===== src/hw/bcr_pkg.sv =====
// Constants, types and helpers for the bridge capability register bank.
// Assumes one core clock; used by the register bank and its pad selector.
`default_nettype none

package bcr_pkg;

  // ----------------------------------------------------------------
  // Register byte addresses
  // ----------------------------------------------------------------
  localparam logic [7:0] ADDR_GLB_EN    = 8'h48;
  localparam logic [7:0] ADDR_COMP_RISE = 8'h50;
  localparam logic [7:0] ADDR_COMP_FALL = 8'h54;
  localparam logic [7:0] ADDR_HP_IDX    = 8'h90;
  localparam logic [7:0] ADDR_HP_DATA   = 8'h94;
  localparam logic [7:0] ADDR_PM_CAP    = 8'h98;
  localparam logic [7:0] ADDR_PM_SC     = 8'h9c;

  // ----------------------------------------------------------------
  // Field positions
  // ----------------------------------------------------------------
  localparam int COMP_MUSTLOW_BIT = 31;
  localparam int COMP_CALC_LSB    = 16;
  localparam int COMP_SEL_LSB     = 5;
  localparam int COMP_SW_LSB      = 0;
  localparam int GLB_HPEN_A_BIT   = 0;
  localparam int HP_IRQ_PEND_BIT  = 31;
  localparam int HP_SERR_PEND_BIT = 30;
  localparam int HP_SEL_LSB       = 16;
  localparam int PM_BPCC_BIT      = 23;
  localparam int PM_STS_BIT       = 15;
  localparam int PM_EN_BIT        = 8;
  localparam int PM_STATE_LSB     = 0;

  // ----------------------------------------------------------------
  // Fixed values and reset values
  // ----------------------------------------------------------------
  localparam logic [15:0] HP_CAP_LOW   = 16'h980c;
  localparam logic [31:0] PM_CAP_VALUE = 32'h480a_c001;
  localparam logic        PM_BPCC_VAL  = 1'b0;
  localparam logic [1:0]  SEL_CALC     = 2'b00;
  localparam logic [1:0]  SEL_SW       = 2'b01;
  localparam logic [1:0]  SEL_ADD      = 2'b10;
  localparam logic [1:0]  SEL_SUB      = 2'b11;
  localparam logic [1:0]  PS_D0        = 2'b00;
  localparam logic [1:0]  PS_D3HOT     = 2'b11;
  localparam logic [3:0]  COMP_MAX     = 4'hf;
  localparam logic [3:0]  COMP_MIN     = 4'h0;
  localparam logic [1:0]  RESP_OKAY    = 2'b00;
  localparam logic [1:0]  RESP_SLVERR  = 2'b10;

  typedef enum logic [2:0] {
    ST_IDLE, ST_WR, ST_RD, ST_HWAIT, ST_BRESP, ST_RRESP
  } bcr_st_t;

  // Compensation choice: pass, saturating sum or clamped difference
  function automatic logic [3:0] comp_pick(input logic [1:0] sel,
                                           input logic [3:0] calc,
                                           input logic [3:0] sw);
    logic [4:0] sum;
    sum = {1'b0, calc} + {1'b0, sw};
    case (sel)
      SEL_CALC: comp_pick = calc; // RULE1
      SEL_SW:   comp_pick = sw; // RULE1
      SEL_ADD:  comp_pick = sum[4] ? COMP_MAX : sum[3:0]; // RULE2
      default:  comp_pick = (calc < sw) ? COMP_MIN : 4'(calc - sw); // RULE3
    endcase
  endfunction

  // Byte-lane merge of a write onto the current value
  function automatic logic [31:0] lane_merge(input logic [31:0] old,
                                             input logic [31:0] wd,
                                             input logic [3:0]  strb);
    logic [31:0] m;
    m = {{8{strb[3]}}, {8{strb[2]}}, {8{strb[1]}}, {8{strb[0]}}};
    lane_merge = (old & ~m) | (wd & m);
  endfunction

endpackage

`default_nettype wire


===== src/hw/bcr_comp_sel.sv =====
// Pad drive-strength selector for one edge of the bridge A outputs.
// Assumes select and software value come from registers of the bank.
`default_nettype none

module bcr_comp_sel
  import bcr_pkg::*;
(
  input  wire logic       sys_clk_i,
  input  wire logic       nrst_i,
  input  wire logic [1:0] sel_i,
  input  wire logic [3:0] sw_i,
  input  wire logic [3:0] calc_i,
  output var  logic [3:0] drive_o
);

  // ----------------------------------------------------------------
  // Registered result
  // ----------------------------------------------------------------
  logic [3:0] drive_q;
  logic [3:0] drive_d;

  // Result recomputed every cycle, seen one cycle after a change
  always_comb begin
    drive_d = comp_pick(sel_i, calc_i, sw_i); // RULE22
  end

  // Mid-scale would be kinder, but zero keeps reset deterministic
  always_ff @(posedge sys_clk_i or negedge nrst_i) begin
    if (!nrst_i) begin
      drive_q <= 4'h0;
    end else begin
      drive_q <= drive_d;
    end
  end

  assign drive_o = drive_q;

endmodule

`default_nettype wire


===== src/hw/bcr_regs.sv =====
// Bridge A capability and configuration register bank on AXI4-Lite.
// Assumes the hot-plug controller answers a window access with an ack
// pulse, and that the calculated compensation inputs are synchronous.
//
// Functional notes
// (RULE1) Select 6:5; 00 passes calculated value, 01 passes software value
// (RULE2) Select 10 adds calculated and software value, saturating at Fh
// (RULE3) Select 11 subtracts software from calculated, clamping at 0h
// (RULE4) Software value is RW at bits 3:0; bit 4 reserved
// (RULE5) Hot-plug and power registers read as reserved when enable low
// (RULE6) Index register bit 31 is OR of controller register 18
// (RULE7) Index register bit 30 is OR of controller register 1C
// (RULE8) Index bits 23:16 select window dword, byte offset index times 4
// (RULE9) Every data window access is forwarded to the selected register; none is forwarded while enable is low
// (RULE10) Power capability next pointer reads C0h for bridge A
// (RULE11) Event support only D0 and D3 hot; D2, D1 unsupported
// (RULE12) No aux current, no special init, version 1.1
// (RULE13) Bit 19 says the bus clock is needed for wake events
// (RULE14) Status bit 23 reads policies disabled
// (RULE15) Wake status set by hardware event, cleared by writing 1
// (RULE16) Wake output only while enable bit 8 and status are set
// (RULE17) Power state bits 1:0 report D0 or D3 hot
// (RULE18) Writes of 01 or 10 to power state complete but are dropped
// (RULE19) Calculated value read-only at bits 19:16 from compensation input
// (RULE20) Register 0x50 drives rising edges, 0x54 falling edges
// (RULE21) Reserved bits read zero and ignore writes
// (RULE22) Selected result registered and driven continuously to pads
`default_nettype none

module bcr_regs
  import bcr_pkg::*;
(
  input  wire logic        sys_clk_i,
  input  wire logic        nrst_i,
  input  wire logic [7:0]  s_axi_awaddr_i,
  input  wire logic        s_axi_awvalid_i,
  output var  logic        s_axi_awready_o,
  input  wire logic [31:0] s_axi_wdata_i,
  input  wire logic [3:0]  s_axi_wstrb_i,
  input  wire logic        s_axi_wvalid_i,
  output var  logic        s_axi_wready_o,
  output var  logic [1:0]  s_axi_bresp_o,
  output var  logic        s_axi_bvalid_o,
  input  wire logic        s_axi_bready_i,
  input  wire logic [7:0]  s_axi_araddr_i,
  input  wire logic        s_axi_arvalid_i,
  output var  logic        s_axi_arready_o,
  output var  logic [31:0] s_axi_rdata_o,
  output var  logic [1:0]  s_axi_rresp_o,
  output var  logic        s_axi_rvalid_o,
  input  wire logic        s_axi_rready_i,
  input  wire logic [3:0]  comp_calc_rise_i,
  input  wire logic [3:0]  comp_calc_fall_i,
  output var  logic [3:0]  pad_drive_rise_o,
  output var  logic [3:0]  pad_drive_fall_o,
  input  wire logic [31:0] hpc_irq_bits_i,
  input  wire logic [31:0] hpc_serr_bits_i,
  input  wire logic        hpc_wake_event_i,
  output var  logic        hpc_req_o,
  output var  logic        hpc_we_o,
  output var  logic [9:0]  hpc_addr_o,
  output var  logic [31:0] hpc_wdata_o,
  output var  logic [3:0]  hpc_wstrb_o,
  input  wire logic [31:0] hpc_rdata_i,
  input  wire logic        hpc_ack_i,
  output var  logic        wake_event_o
);

  // ----------------------------------------------------------------
  // State
  // ----------------------------------------------------------------
  typedef struct packed {
    bcr_st_t     st;
    logic        awready;
    logic        wready;
    logic        bvalid;
    logic [1:0]  bresp;
    logic        arready;
    logic        rvalid;
    logic [1:0]  rresp;
    logic [31:0] rdata;
    logic [7:0]  addr;
    logic [31:0] wdata;
    logic [3:0]  wstrb;
    logic        is_wr;
    logic        hp_en_a;
    logic        mustlow_r;
    logic [1:0]  sel_r;
    logic [3:0]  sw_r;
    logic        mustlow_f;
    logic [1:0]  sel_f;
    logic [3:0]  sw_f;
    logic [7:0]  hp_sel;
    logic        wk_sts;
    logic        wk_en;
    logic [1:0]  pstate;
    logic        wake;
    logic        hpc_req;
    logic        hpc_we;
    logic [9:0]  hpc_addr;
    logic [31:0] hpc_wdata;
    logic [3:0]  hpc_wstrb;
  } bcr_regs_state_t;

  bcr_regs_state_t s_q;
  bcr_regs_state_t s_d;
  logic [31:0]     rd_val;
  logic [31:0]     wr_val;
  logic            mapped;
  logic            gated;
  logic            is_win;

  // ----------------------------------------------------------------
  // Read mux of the latched address
  // ----------------------------------------------------------------
  // Gated registers collapse to zero so a disabled bridge looks empty
  always_comb begin
    rd_val = 32'h0000_0000;
    mapped = 1'b1;
    gated  = 1'b0;
    case (s_q.addr)
      ADDR_GLB_EN: begin
        rd_val[GLB_HPEN_A_BIT] = s_q.hp_en_a;
      end
      ADDR_COMP_RISE: begin // RULE20
        rd_val[COMP_MUSTLOW_BIT]            = s_q.mustlow_r;
        rd_val[COMP_CALC_LSB +: 4]          = comp_calc_rise_i; // RULE19
        rd_val[COMP_SEL_LSB +: 2]           = s_q.sel_r;
        rd_val[COMP_SW_LSB +: 4]            = s_q.sw_r; // RULE4
      end
      ADDR_COMP_FALL: begin // RULE20
        rd_val[COMP_MUSTLOW_BIT]            = s_q.mustlow_f;
        rd_val[COMP_CALC_LSB +: 4]          = comp_calc_fall_i; // RULE19
        rd_val[COMP_SEL_LSB +: 2]           = s_q.sel_f;
        rd_val[COMP_SW_LSB +: 4]            = s_q.sw_f; // RULE4
      end
      ADDR_HP_IDX: begin
        gated                     = 1'b1;
        rd_val[HP_IRQ_PEND_BIT]   = |hpc_irq_bits_i; // RULE6
        rd_val[HP_SERR_PEND_BIT]  = |hpc_serr_bits_i; // RULE7
        rd_val[HP_SEL_LSB +: 8]   = s_q.hp_sel; // RULE8
        rd_val[15:0]              = HP_CAP_LOW;
      end
      ADDR_HP_DATA: begin
        gated = 1'b1;
      end
      ADDR_PM_CAP: begin
        gated  = 1'b1;
        rd_val = PM_CAP_VALUE; // RULE10 RULE11 RULE12 RULE13
      end
      ADDR_PM_SC: begin
        gated                     = 1'b1;
        rd_val[PM_BPCC_BIT]       = PM_BPCC_VAL; // RULE14
        rd_val[PM_STS_BIT]        = s_q.wk_sts;
        rd_val[PM_EN_BIT]         = s_q.wk_en;
        rd_val[PM_STATE_LSB +: 2] = s_q.pstate; // RULE17
      end
      default: begin
        mapped = 1'b0;
      end
    endcase
    if (gated && !s_q.hp_en_a) begin
      rd_val = 32'h0000_0000; // RULE5
    end
    is_win = (s_q.addr == ADDR_HP_DATA) && s_q.hp_en_a;
    wr_val = lane_merge(rd_val, s_q.wdata, s_q.wstrb);
  end

  // ----------------------------------------------------------------
  // Bus sequencing and register updates
  // ----------------------------------------------------------------
  // One access at a time; writes win a tie with reads
  always_comb begin
    s_d         = s_q;
    s_d.awready = 1'b0;
    s_d.wready  = 1'b0;
    s_d.arready = 1'b0;
    case (s_q.st)
      ST_IDLE: begin
        if (s_axi_awvalid_i && s_axi_wvalid_i) begin
          s_d.awready = 1'b1;
          s_d.wready  = 1'b1;
          s_d.addr    = s_axi_awaddr_i;
          s_d.wdata   = s_axi_wdata_i;
          s_d.wstrb   = s_axi_wstrb_i;
          s_d.st      = ST_WR;
        end else if (s_axi_arvalid_i) begin
          s_d.arready = 1'b1;
          s_d.addr    = s_axi_araddr_i;
          s_d.st      = ST_RD;
        end
      end
      ST_WR: begin
        s_d.bresp = mapped ? RESP_OKAY : RESP_SLVERR;
        if (is_win) begin // RULE9
          s_d.hpc_req   = 1'b1;
          s_d.hpc_we    = 1'b1;
          s_d.hpc_addr  = {s_q.hp_sel, 2'b00}; // RULE8
          s_d.hpc_wdata = s_q.wdata;
          s_d.hpc_wstrb = s_q.wstrb;
          s_d.is_wr     = 1'b1;
          s_d.st        = ST_HWAIT;
        end else begin
          s_d.bvalid = 1'b1;
          s_d.st     = ST_BRESP;
          // Reserved bits are simply never stored
          case (s_q.addr) // RULE21
            ADDR_GLB_EN: begin
              s_d.hp_en_a = wr_val[GLB_HPEN_A_BIT];
            end
            ADDR_COMP_RISE: begin
              s_d.mustlow_r = wr_val[COMP_MUSTLOW_BIT];
              s_d.sel_r     = wr_val[COMP_SEL_LSB +: 2];
              s_d.sw_r      = wr_val[COMP_SW_LSB +: 4]; // RULE4
            end
            ADDR_COMP_FALL: begin
              s_d.mustlow_f = wr_val[COMP_MUSTLOW_BIT];
              s_d.sel_f     = wr_val[COMP_SEL_LSB +: 2];
              s_d.sw_f      = wr_val[COMP_SW_LSB +: 4];
            end
            ADDR_HP_IDX: begin
              if (s_q.hp_en_a) begin // RULE5
                s_d.hp_sel = wr_val[HP_SEL_LSB +: 8];
              end
            end
            ADDR_PM_SC: begin
              if (s_q.hp_en_a) begin
                if (s_q.wstrb[1] && s_q.wdata[PM_STS_BIT]) begin
                  s_d.wk_sts = 1'b0; // RULE15
                end
                s_d.wk_en = wr_val[PM_EN_BIT];
                if (wr_val[PM_STATE_LSB +: 2] == PS_D0 ||
                    wr_val[PM_STATE_LSB +: 2] == PS_D3HOT) begin
                  s_d.pstate = wr_val[PM_STATE_LSB +: 2]; // RULE18
                end
              end
            end
            default: begin
              s_d.st = ST_BRESP;
            end
          endcase
        end
      end
      ST_RD: begin
        s_d.rresp = mapped ? RESP_OKAY : RESP_SLVERR;
        if (is_win) begin // RULE9
          s_d.hpc_req  = 1'b1;
          s_d.hpc_we   = 1'b0;
          s_d.hpc_addr = {s_q.hp_sel, 2'b00};
          s_d.is_wr    = 1'b0;
          s_d.st       = ST_HWAIT;
        end else begin
          s_d.rdata  = rd_val;
          s_d.rvalid = 1'b1;
          s_d.st     = ST_RRESP;
        end
      end
      ST_HWAIT: begin
        // Bus stalls until the controller answers; no timeout here
        if (hpc_ack_i) begin
          s_d.hpc_req = 1'b0;
          s_d.hpc_we  = 1'b0;
          if (s_q.is_wr) begin
            s_d.bvalid = 1'b1;
            s_d.st     = ST_BRESP;
          end else begin
            s_d.rdata  = hpc_rdata_i;
            s_d.rvalid = 1'b1;
            s_d.st     = ST_RRESP;
          end
        end
      end
      ST_BRESP: begin
        if (s_axi_bready_i) begin
          s_d.bvalid = 1'b0;
          s_d.st     = ST_IDLE;
        end
      end
      ST_RRESP: begin
        if (s_axi_rready_i) begin
          s_d.rvalid = 1'b0;
          s_d.st     = ST_IDLE;
        end
      end
      default: begin
        s_d.st = ST_IDLE;
      end
    endcase
    // Event after the clear so a coincident event is kept
    if (hpc_wake_event_i) begin
      s_d.wk_sts = 1'b1; // RULE15
    end
    s_d.wake = s_d.wk_en && s_d.wk_sts; // RULE16
  end

  // State register
  always_ff @(posedge sys_clk_i or negedge nrst_i) begin
    if (!nrst_i) begin
      s_q <= '0;
    end else begin
      s_q <= s_d;
    end
  end

  // ----------------------------------------------------------------
  // Pad selectors and outputs
  // ----------------------------------------------------------------
  bcr_comp_sel u_rise (
    .sys_clk_i (sys_clk_i),
    .nrst_i    (nrst_i),
    .sel_i     (s_q.sel_r),
    .sw_i      (s_q.sw_r),
    .calc_i    (comp_calc_rise_i),
    .drive_o   (pad_drive_rise_o)
  );

  bcr_comp_sel u_fall (
    .sys_clk_i (sys_clk_i),
    .nrst_i    (nrst_i),
    .sel_i     (s_q.sel_f),
    .sw_i      (s_q.sw_f),
    .calc_i    (comp_calc_fall_i),
    .drive_o   (pad_drive_fall_o)
  );

  assign s_axi_awready_o = s_q.awready;
  assign s_axi_wready_o  = s_q.wready;
  assign s_axi_bvalid_o  = s_q.bvalid;
  assign s_axi_bresp_o   = s_q.bresp;
  assign s_axi_arready_o = s_q.arready;
  assign s_axi_rvalid_o  = s_q.rvalid;
  assign s_axi_rresp_o   = s_q.rresp;
  assign s_axi_rdata_o   = s_q.rdata;
  assign hpc_req_o       = s_q.hpc_req;
  assign hpc_we_o        = s_q.hpc_we;
  assign hpc_addr_o      = s_q.hpc_addr;
  assign hpc_wdata_o     = s_q.hpc_wdata;
  assign hpc_wstrb_o     = s_q.hpc_wstrb;
  assign wake_event_o    = s_q.wake;
endmodule

`default_nettype wire


===== config.mk =====
export PLATFORM = sky130hd
export DESIGN_NAME = bcr_regs
export DESIGN_NICKNAME = d
export VERILOG_FILES = /design/src/hw/bcr_pkg.sv /design/src/hw/bcr_comp_sel.sv /design/src/hw/bcr_regs.sv
export SDC_FILE = /design/constraint.sdc
export NUM_CORES = 1
export LEC_CHECK = 0
export BUFFER_PORTS_ARGS = -buffer_cell sky130_fd_sc_hd__buf_2
export CAP_MARGIN = 10
export CELL_PAD_IN_SITES_DETAIL_PLACEMENT = 2
export CELL_PAD_IN_SITES_GLOBAL_PLACEMENT = 2
export CORE_MARGIN = 10
export CORE_UTILIZATION = 34
export CTS_BUF_LIST = sky130_fd_sc_hd__clkbuf_8
export CTS_CLUSTER_SIZE = 16
export DETAILED_ROUTE_END_ITERATION = 10
export PLACE_DENSITY = 0.95
export SLEW_MARGIN = 20
export SYNTH_ARGS = -nofsm -noshare
export SYNTH_HDL_FRONTEND = slang
export SYNTH_HIERARCHICAL = 1
export SYNTH_SLANG_ARGS = --single-unit

===== constraint.sdc =====
create_clock -name sys_clk_i -period 3.3 [get_ports sys_clk_i]
set_input_delay 0.825 -clock sys_clk_i [delete_from_list [all_inputs] [get_ports sys_clk_i]]
set_output_delay 0.825 -clock sys_clk_i [all_outputs]
set_load 0.05 [all_outputs]

**After elaboration in Yosys (flattened, before gate mapping)**

Index checks and enable logic that the tools add are counted.

- Word-level logic and storage cells: 173
- Output and inout bits: 98
- Register bits: 173
- Input bits: 165

- Reduce and logical (&&, ||, !) cells: 36
- Eq/ne operators: 27
- $add $sub $neg: 4
- Order comparisons: 2
- Bitwise logic cells: 5
- Multiplexer cells: 67

Operators by type and width:

| kind | count |
|---|---|
| $mux W32 | 4 |
| $and A32 B32 Y32 | 2 |
| $pmux W32 S2 | 1 |
| $reduce_or A32 Y1 | 2 |
| $mux W48 | 1 |
| $mux W4 | 9 |
| $eq A8 B8 Y1 const B | 4 |
| $not A32 Y32 | 1 |
| $or A32 B32 Y32 | 1 |
| $eq A8 B7 Y1 const B | 3 |
| $mux W3 | 8 |
| $pmux W4 S3 | 2 |
| $pmux W10 S2 | 1 |
| $mux W1 | 19 |
| $ne A2 B2 Y1 const B | 9 |
| $pmux W3 S6 | 1 |
| $mux W8 | 2 |
| $pmux W4 S4 | 1 |
| $reduce_and A4 Y1 | 4 |
| $reduce_and A5 Y1 | 3 |
| $mux W12 | 1 |
| $pmux W1 S3 | 4 |
| $pmux W2 S3 | 2 |
| $pmux W6 S2 | 1 |
| other kinds (26) | 55 |

**Longest topological paths before layout**

Gate-level depths: netlist of run 1.

- Depth in word-level cells: 16
- Depth in mapped cells: 8
- Depth with buffers taken out: 7

**Hierarchy**

Netlist of run 1, hierarchy kept.

Modules (own cells, without submodules):

| module | cells each | times used | area each (um^2) |
|---|---|---|---|
| bcr_regs | 892 | 1 | 8042.7 |
| bcr_comp_sel | 64 | 2 | 563.0 |

**Worst setup path after synthesis of run 1**

OpenSTA, ideal clock, no wires.

- Path type: input -> register
- From: input comp_calc_rise_i[0]
- To: register u_rise.drive_q[2], in the netlist u_rise/drive_o[2]
- Arrival time: 2.219 ns
- Slack: 0.949 ns
- Cell stages on the path: 6
- Setup time: 0.131 ns
- Cell sequence: ha_1 -> fa_1 -> nor2b_1 -> o21ai_1 -> a31oi_1 -> or3_1

- Cells in the longest elaborated chain, start to end: 3
- Elaborated cells on any way between the ends: 6
- Those cells by class: add/sub (2); order compare (1); mux (3)

Ends and longest elaborated chain:

| what | line | text |
|---|---|---|
| start: declaration | bcr_regs.sv:52 | `input wire logic [3:0] comp_calc_rise_i,` |
| $sub A4 B4 Y4 (tied with other cells) | bcr_pkg.sv:65 | `default: comp_pick = (calc < sw) ? COMP_MIN : 4'(calc - sw);` |
| $mux W4, on equally long branches | bcr_pkg.sv:65, bcr_pkg.sv:64 |  |
| $pmux W4 S3 (*) | bcr_pkg.sv:61 | `case (sel)` |
| via u_rise.drive_d[2] | bcr_comp_sel.sv:20 | `logic [3:0] drive_d;` |
| end signal: assignment | bcr_comp_sel.sv:32 | `drive_q <= drive_d;` |
| end: declaration | bcr_comp_sel.sv:19 | `logic [3:0] drive_q;` |

The timed path passes the listed nets; every way through them passes the cells marked *.
A chain may end at the register's enable or synchronous reset.

**Final worst setup path of run 1**

- From: register s_q[119] in the netlist's numbering
- To: register s_q[61] in the netlist's numbering

- Cells in the longest elaborated chain, start to end: 7
- Elaborated cells on any way between the ends: 17
- Those cells by class: eq/ne (7); mux (3); bitwise (3); reduce/logical (4)

Ends and longest elaborated chain:

| what | line | text |
|---|---|---|
| start: declaration | bcr_regs.sv:105 | `bcr_regs_state_t s_q;` |
| start signal: assignment | bcr_regs.sv:299 | `s_q <= '0;` |
| start signal: assignment | bcr_regs.sv:301 | `s_q <= s_d;` |
| $eq A8 B8 Y1, on equally long branches | bcr_regs.sv:121, bcr_regs.sv:165 |  |
| $reduce_or A4 Y1 (no source line) | -- |  |
| $mux W1 | bcr_regs.sv:121 | `case (s_q.addr)` |
| $logic_and A1 B1 Y1 | bcr_regs.sv:162 | `if (gated && !s_q.hp_en_a) begin` |
| $mux W32 | bcr_regs.sv:162 |  |
| $and A32 B32 Y32 | bcr_pkg.sv:75 | `lane_merge = (old & ~m) \| (wd & m);` |
| $or A32 B32 Y32 | bcr_pkg.sv:75 |  |

Parallel ways exist; a longest one is shown, timed or not.

==> results.txt, run 1 <==
GPL Wtd Cong: 0.897
most frequent cell after synthesis: nand2_1
latest clock arrival within the worst-skew pair: 0.47 ns
Yosys warnings: 6
R2R depth: 5
DR vias: 8000
First-pass DRT Iterations: 7
clock sink total: 168
Top Ports: 263
RSZ-0062 raised after global routing: no
max-cap violation count: 0
largest net degree at the start of global routing: 66
Worst-path clk slew: 0.09 ns
gr ovfl total: 0
flops & latches, synth: 168
Critical Setup Path Class: reg2reg
number of H-tree levels: 4
maximum VDD drop: 0.000276 V
Worst EP required: 3.63 ns
cts repair resizes: 0
synth cell count leaders: 297 x nand2_1, 168 x dfrtp_1, 87 x buf_4, 52 x o21ai_0, 39 x a21oi_1
sequential share of the synthesized area: 45.9%
Post-Layout Cell Count: 1539
Startpoint Class: flip-flop
Avg Cell Area, Syn: 8.99 um^2
dpl hpwl: 26300 um
# DRC: 0
clock buffer depth: 2
area share of the largest cell type after synthesis: 45.9%
initial drt markers: 391
ANT nets after route: 0
Vert. Die Dim: 184 um
core area: 26700 um^2
Reg2Reg Setup Slack: 0.69 ns
initial core utilization: 34.3%
max-slew violation count: 0
clk root buf: clkbuf_8
Worst Skew: 0.0198 ns
Mapped Cells: 1020
Synth area leaders: dfrtp_1 46%, nand2_1 12%, buf_4 7.1%
Hold Buf Count CTS: 0
placed cells: 1505
outcome: complete, no violations
CTS Buf Count: 17
final worst-path cycle share: 79.2%
Arrival @ worst endpoint: 2.94 ns
initial antenna violation count: 5
number of flops mapped to enable cells by yosys: 0
# rows: 60
Worst R2R Start: s_q[119]
final wirelength: 33800 um
Layout area overhead: 16.1%
vias in the first global route: 9199
Total GRT Usage: 19.9%
Tmin final: 2.61 ns
LEAKAGE: 5.37 nW
Post-synth ARST share: 100%
CTS tree: yes
Synth Cell Area: 9170 um^2
vias per cell: 5.20
Synth Flop Type: dfrtp_1
Setup TNS: 0 ns
die width: 184 um
global-route wire length before repair: 52600 um
power density over cell area: 621 nW/um^2
crit-path max FO: 10
Port Buffers: 258
largest area contributor in the netlist: dfrtp_1
die area: 33900 um^2
Nets: 1368
fmax: 0.383 GHz
Worst Max-Slew Pin Slew: 0.795 ns
critical path endpoint category: flip-flop
share of layout cells above drive strength 1: 29.7%
setup violators final: 0
endpoints failing hold: 0
Hold Path Class: in2async
distinct cell type count after synthesis: 79
wire per inst: 22.0 um
postcts setup bufs: 0
Slew Limit Headroom: 46.5%
worst reg2reg endpoint: s_q[61]
[worst max path at each step]
stage,from,end
floorplan,comp_calc_rise_i[0],u_rise/drive_o[2]
global placement,comp_calc_rise_i[0],u_rise/drive_o[2]
detailed placement,comp_calc_rise_i[0],u_rise/drive_o[2]
CTS,s_q[119],s_q[61]
global route,s_q[119],s_q[68]
finish,s_q[119],s_q[61]
[power by group]
| part | internal, mW | total (mW) | switching, mW |
|---|---|---|---|
| logic | 0.632 | 2.07 | 1.44 |
| registers | 2.44 | 2.88 | 0.434 |
| clock network | 0.791 | 1.66 | 0.867 |
[kinds of logic after synthesis]
group	synth area share [%]
compound gates	11.0
xor+xnor	0.287
fa+ha+maj	3.17
buf+inv	10.9
flops	45.9
mux	5.81
other cells	0.0409
simple gates	23.0
[registers in the layout, indices dropped and copies added, names as in the netlist, 4 cells and up]
register / count
hpc_wstrb_o: 4
s_axi_rdata_o: 32
u_rise/drive_o: 4
hpc_wdata_o: 32
u_fall/drive_o: 4
hpc_addr_o: 8
s_q: 75
[cell type report]
class | instances | area, um^2
clock buffers | 18 | 248
multi-input cells | 691 | 4010
flip-flops and latches | 168 | 4200
inverters | 29 | 109
fillers | 3050 | 16100
well taps | 341 | 427
diodes | 2 | 5.00
repair buffers | 276 | 1460
clock inverters | 14 | 185
[metal layers]
| layer | share of wire (%) | GRT usage, % |
|---|---|---|
| met5 | 0.10 | 0 |
| met4 | 1.4 | 4.98 |
| met3 | 5.7 | 5.02 |
| met2 | 53 | 36.2 |
| met1 | 40 | 22.7 |
[worst max-delay path, cell delays in order (launching register included)]
cell       delay, ns
dfrtp_1         0.49
nand4bb_1       0.56
nor3_1          0.63
nor3_1          0.11
a31oi_1         0.49
o21ai_0         0.18
[cell usage in the layout (no fill, tap or decap), drive strengths merged, types with 3 or more instances in the layout]
cell type and count:
clkinv 4, nor3 20, o211a 3, conb 4
mux2i 27, buf 275, o2bb2ai 3, a22oi 6
nand3 12, nor4 22, o31a 5, bufinv 3
nand4 8, nand3b 4, and3 5, nor4b 3
a21oi 39, nor2b 8, a211oi 3, or3 6
clkbuf 19, nor3b 4, fa 4, nand2b 4
inv 34, o31ai 4, mux2 23, nand4bb 4
ha 16, o21ai 66, o211ai 3, dfrtp 168
nor2 36, nand2 297, o22ai 4, a31oi 9
[per-stage QoR]
step / total power, mW / instance area (um^2) / hold slack (ns) / setup WS (ns) / utilization, %
after floorplan: 4.38 / 9180 / 0.440 / 0.949 / -
after global placement: 4.87 / 10200 / 0.446 / 0.746 / 38.2
after detailed placement: 5.01 / 10200 / 0.451 / 0.628 / 38.2
after CTS: 6.70 / 10600 / 0.344 / 0.745 / 39.8
after global routing: 7.01 / 10600 / 0.366 / 0.426 / 39.8
final: 6.61 / 10600 / 0.335 / 0.688 / 39.8
(Power assumes the default switching activity.)
==> run 2: changes to the inputs <==
- ABC_AREA: unset -> 1
- CORE_UTILIZATION: 34 -> 30
- PLACE_DENSITY: 0.95 -> 0.9
- clock period: 3.3 -> 2.65 ns (I/O delays scaled with it)
==> run 2 against run 1 <==
Effect of this change:
- core utilization shrank 3.8 points
- clock power grew 14%
- global-route usage fell by 1.6 points
- routed wire length rose by 0.14%
- via count is 1.6% higher
- sequential power up 25%
- power up 29%
- register-to-register slack lost 0.18 ns
- non-clock buffer count decreased by 3
- clock skew hardly changed
- count of clock-buffer cells in the layout fell by 1
- combinational power increased by 46%
==> results.txt, run 2 <==
Fillers: 3423
Hold Buf Count CTS: 0
most common cell after layout, fill and taps aside: nand2_1
Port Buffers: 258
endpoints failing hold: 0
Total GRT Usage: 18.3%
Worst Max-Slew Pin Slew: 0.668 ns
GRT met1 Usage: 21.5%
Yosys warnings: 6
distinct cell type count after synthesis: 40
internal power: 4.72 mW
fmax: 0.466 GHz
Worst EP required: 2.97 ns
area share of the largest cell type after synthesis: 47.4%
die width: 192 um
Sw Pwr: 3.79 mW
Critical Setup Path Class: reg2reg
Critical Path Max Stage Delay: 0.44 ns
Tot Pwr: 8.50 mW
most frequent cells in the layout: 302 x nand2_1, 257 x buf_2, 168 x dfrtp_1
most frequent cell after synthesis: nand2_1
Mapped Cells: 1102
power density over cell area: 816 nW/um^2
DR vias: 8127
First-pass DRT Iterations: 4
WHS: 0.142 ns
final wirelength: 33900 um
Clk pwr share: 22.3%
gr ovfl total: 0
number of H-tree levels: 4
vias in the first global route: 9250
switching share of power: 44.5%
Arrival @ worst endpoint: 2.46 ns
worst reg2reg endpoint: hpc_wdata_o[9]
Reg2Reg Setup Slack: 0.51 ns
initial core utilization: 30.7%
Top reg by flops: s_q
postcts setup bufs: 0
RSZ-0062 raised after global routing: no
Flop pwr share: 42.2%
largest net degree at the start of global routing: 56
final worst-path cycle share: 80.9%
outcome: complete, no violations
clock sink total: 168
Avg Cell Area, Syn: 8.05 um^2
Nets: 1465
flops & latches, synth: 168
Vert. Die Dim: 192 um
critical path buffer and inverter count: 2
largest area contributor in the netlist: dfrtp_1
Top Ports: 263
Worst Skew: 0.0197 ns
Slew Limit Headroom: 55.3%
share of layout cells above drive strength 1: 26.5%
# rows: 62
max-cap violation count: 0
synth cell count leaders: 302 x nand2_1, 168 x dfrtp_1, 132 x o21ai_0, 104 x inv_1, 83 x buf_4
CTS tree: yes
global-route wire length before repair: 52800 um
max reg flops: 75
dpl hpwl: 27100 um
Worst path slowest cell: dfrtp_1
ANT nets after route: 0
wire per inst: 20.1 um
core area: 28900 um^2
CP delay by family, top: simple AND/OR/NAND/NOR gates
Setup TNS: 0 ns
Post-synth ARST share: 100%
met3 GRT Util: 6.09%
Tmin final: 2.14 ns
# DRC: 0
met2 usage: 31.2%
crit-path cells: inv_1 > nand2_1 > nor2_1 > nand2_2 > nor2_2 > nand2_1 > buf_4 > nand2_1 > o21ai_0
Synth Cell Area: 8870 um^2
initial drt markers: 340
R2R depth: 9
LEAKAGE: 5.45 nW
clk root buf: clkbuf_8
crit-path max FO: 16
logic gate share of total power: 35.5%
number of flops mapped to enable cells by yosys: 0
CTS Buf Count: 17
Hold Path Class: in2async
cts repair resizes: 0
maximum VDD drop: 0.000339 V
most used cell, CP: nand2_1
latest clock arrival within the worst-skew pair: 0.47 ns
Startpoint Class: flip-flop
max-slew violation count: 0
clock buffer depth: 2
sequential share of the synthesized area: 47.4%
initial antenna violation count: 11
Synth Flop Type: dfrtp_1
Worst-path clk slew: 0.11 ns
Layout area overhead: 17.5%
critical path endpoint category: flip-flop
die area: 36800 um^2
Worst R2R Start: s_q[116]
gr busiest metal: met2
setup violators final: 0
GPL Wtd Cong: 0.865
vias per cell: 4.83
Synth area leaders: dfrtp_1 47%, nand2_1 13%, o21ai_0 7.4%
run 2: cells by family after synthesis:
| logic type | synth area share, % |
|---|---|
| other | 0.0423 |
| AOI/OAI and AO/OA | 11.8 |
| buffers and inverters | 13.7 |
| adders and majority gates | 3.16 |
| xor gates and xnor gates | 0.197 |
| DFF | 47.4 |
| and+or+nand+nor | 23.6 |
| muxes | 0.127 |
run 2: worst reg2reg max path: stages (launching register included):
cell,delay (ns)
dfrtp_1,0.44
inv_1,0.10
nand2_1,0.06
nor2_1,0.23
nand2_2,0.10
nor2_2,0.12
nand2_1,0.42
buf_4,0.38
nand2_1,0.07
o21ai_0,0.11
run 2: layout make-up:
| type | instances | area, um^2 | area share, % |
|---|---|---|---|
| Tap cell | 384 | 480 | 4.61 |
| Timing Repair Buffer | 273 | 1440 | 13.8 |
| Multi-Input combinational cell | 706 | 3460 | 33.2 |
| Inverter | 114 | 430 | 4.13 |
| Clock inverter | 15 | 163 | 1.56 |
| Sequential cell | 168 | 4200 | 40.3 |
| Clock buffer | 17 | 234 | 2.24 |
| Antenna cell | 5 | 12.5 | 0.120 |
run 2: power groups by stage:
stage          clock, mW  combinational [mW]  sequential (mW)
3_3_place_gp           0                2.95             3.61
4_1_cts             1.98                3.08             3.60
3_5_place_dp           0                3.07             3.65
2_1_floorplan          0                2.34             3.57
5_1_grt             2.08                3.36             3.68
6_report            1.90                3.02             3.59
run 2: per-layer routing:
metal  part of all wire [%]  wire [um]
met1                     42      14100
met2                     48      16400
met3                    8.3       2800
met4                    1.7        563
met5                   0.17         56
run 2: worst max-delay path by stage:
stage	endpoint	cells after the start	from
after global routing	hpc_wstrb_o[0]	9	s_q[116]
final	hpc_wdata_o[9]	9	s_q[116]
after global placement	u_rise/drive_o[3]	9	comp_calc_rise_i[0]
after floorplan	u_rise/drive_o[2]	6	comp_calc_rise_i[0]
after detailed placement	s_q[120]	5	s_axi_awvalid_i
after CTS	hpc_wdata_o[9]	9	s_q[116]
run 2: stage by stage:
step | util (%) | instances | instance area [um^2] | setup slack (ns)
final | 36.0 | 1682 | 10400 | 0.506
after global routing | 36.0 | 1678 | 10400 | 0.281
after CTS | 36.0 | 1677 | 10400 | 0.441
after detailed placement | 34.6 | 1645 | 10000 | 0.390
after global placement | 34.6 | 1645 | 10000 | 0.469
after floorplan | - | 1105 | 8880 | 0.828
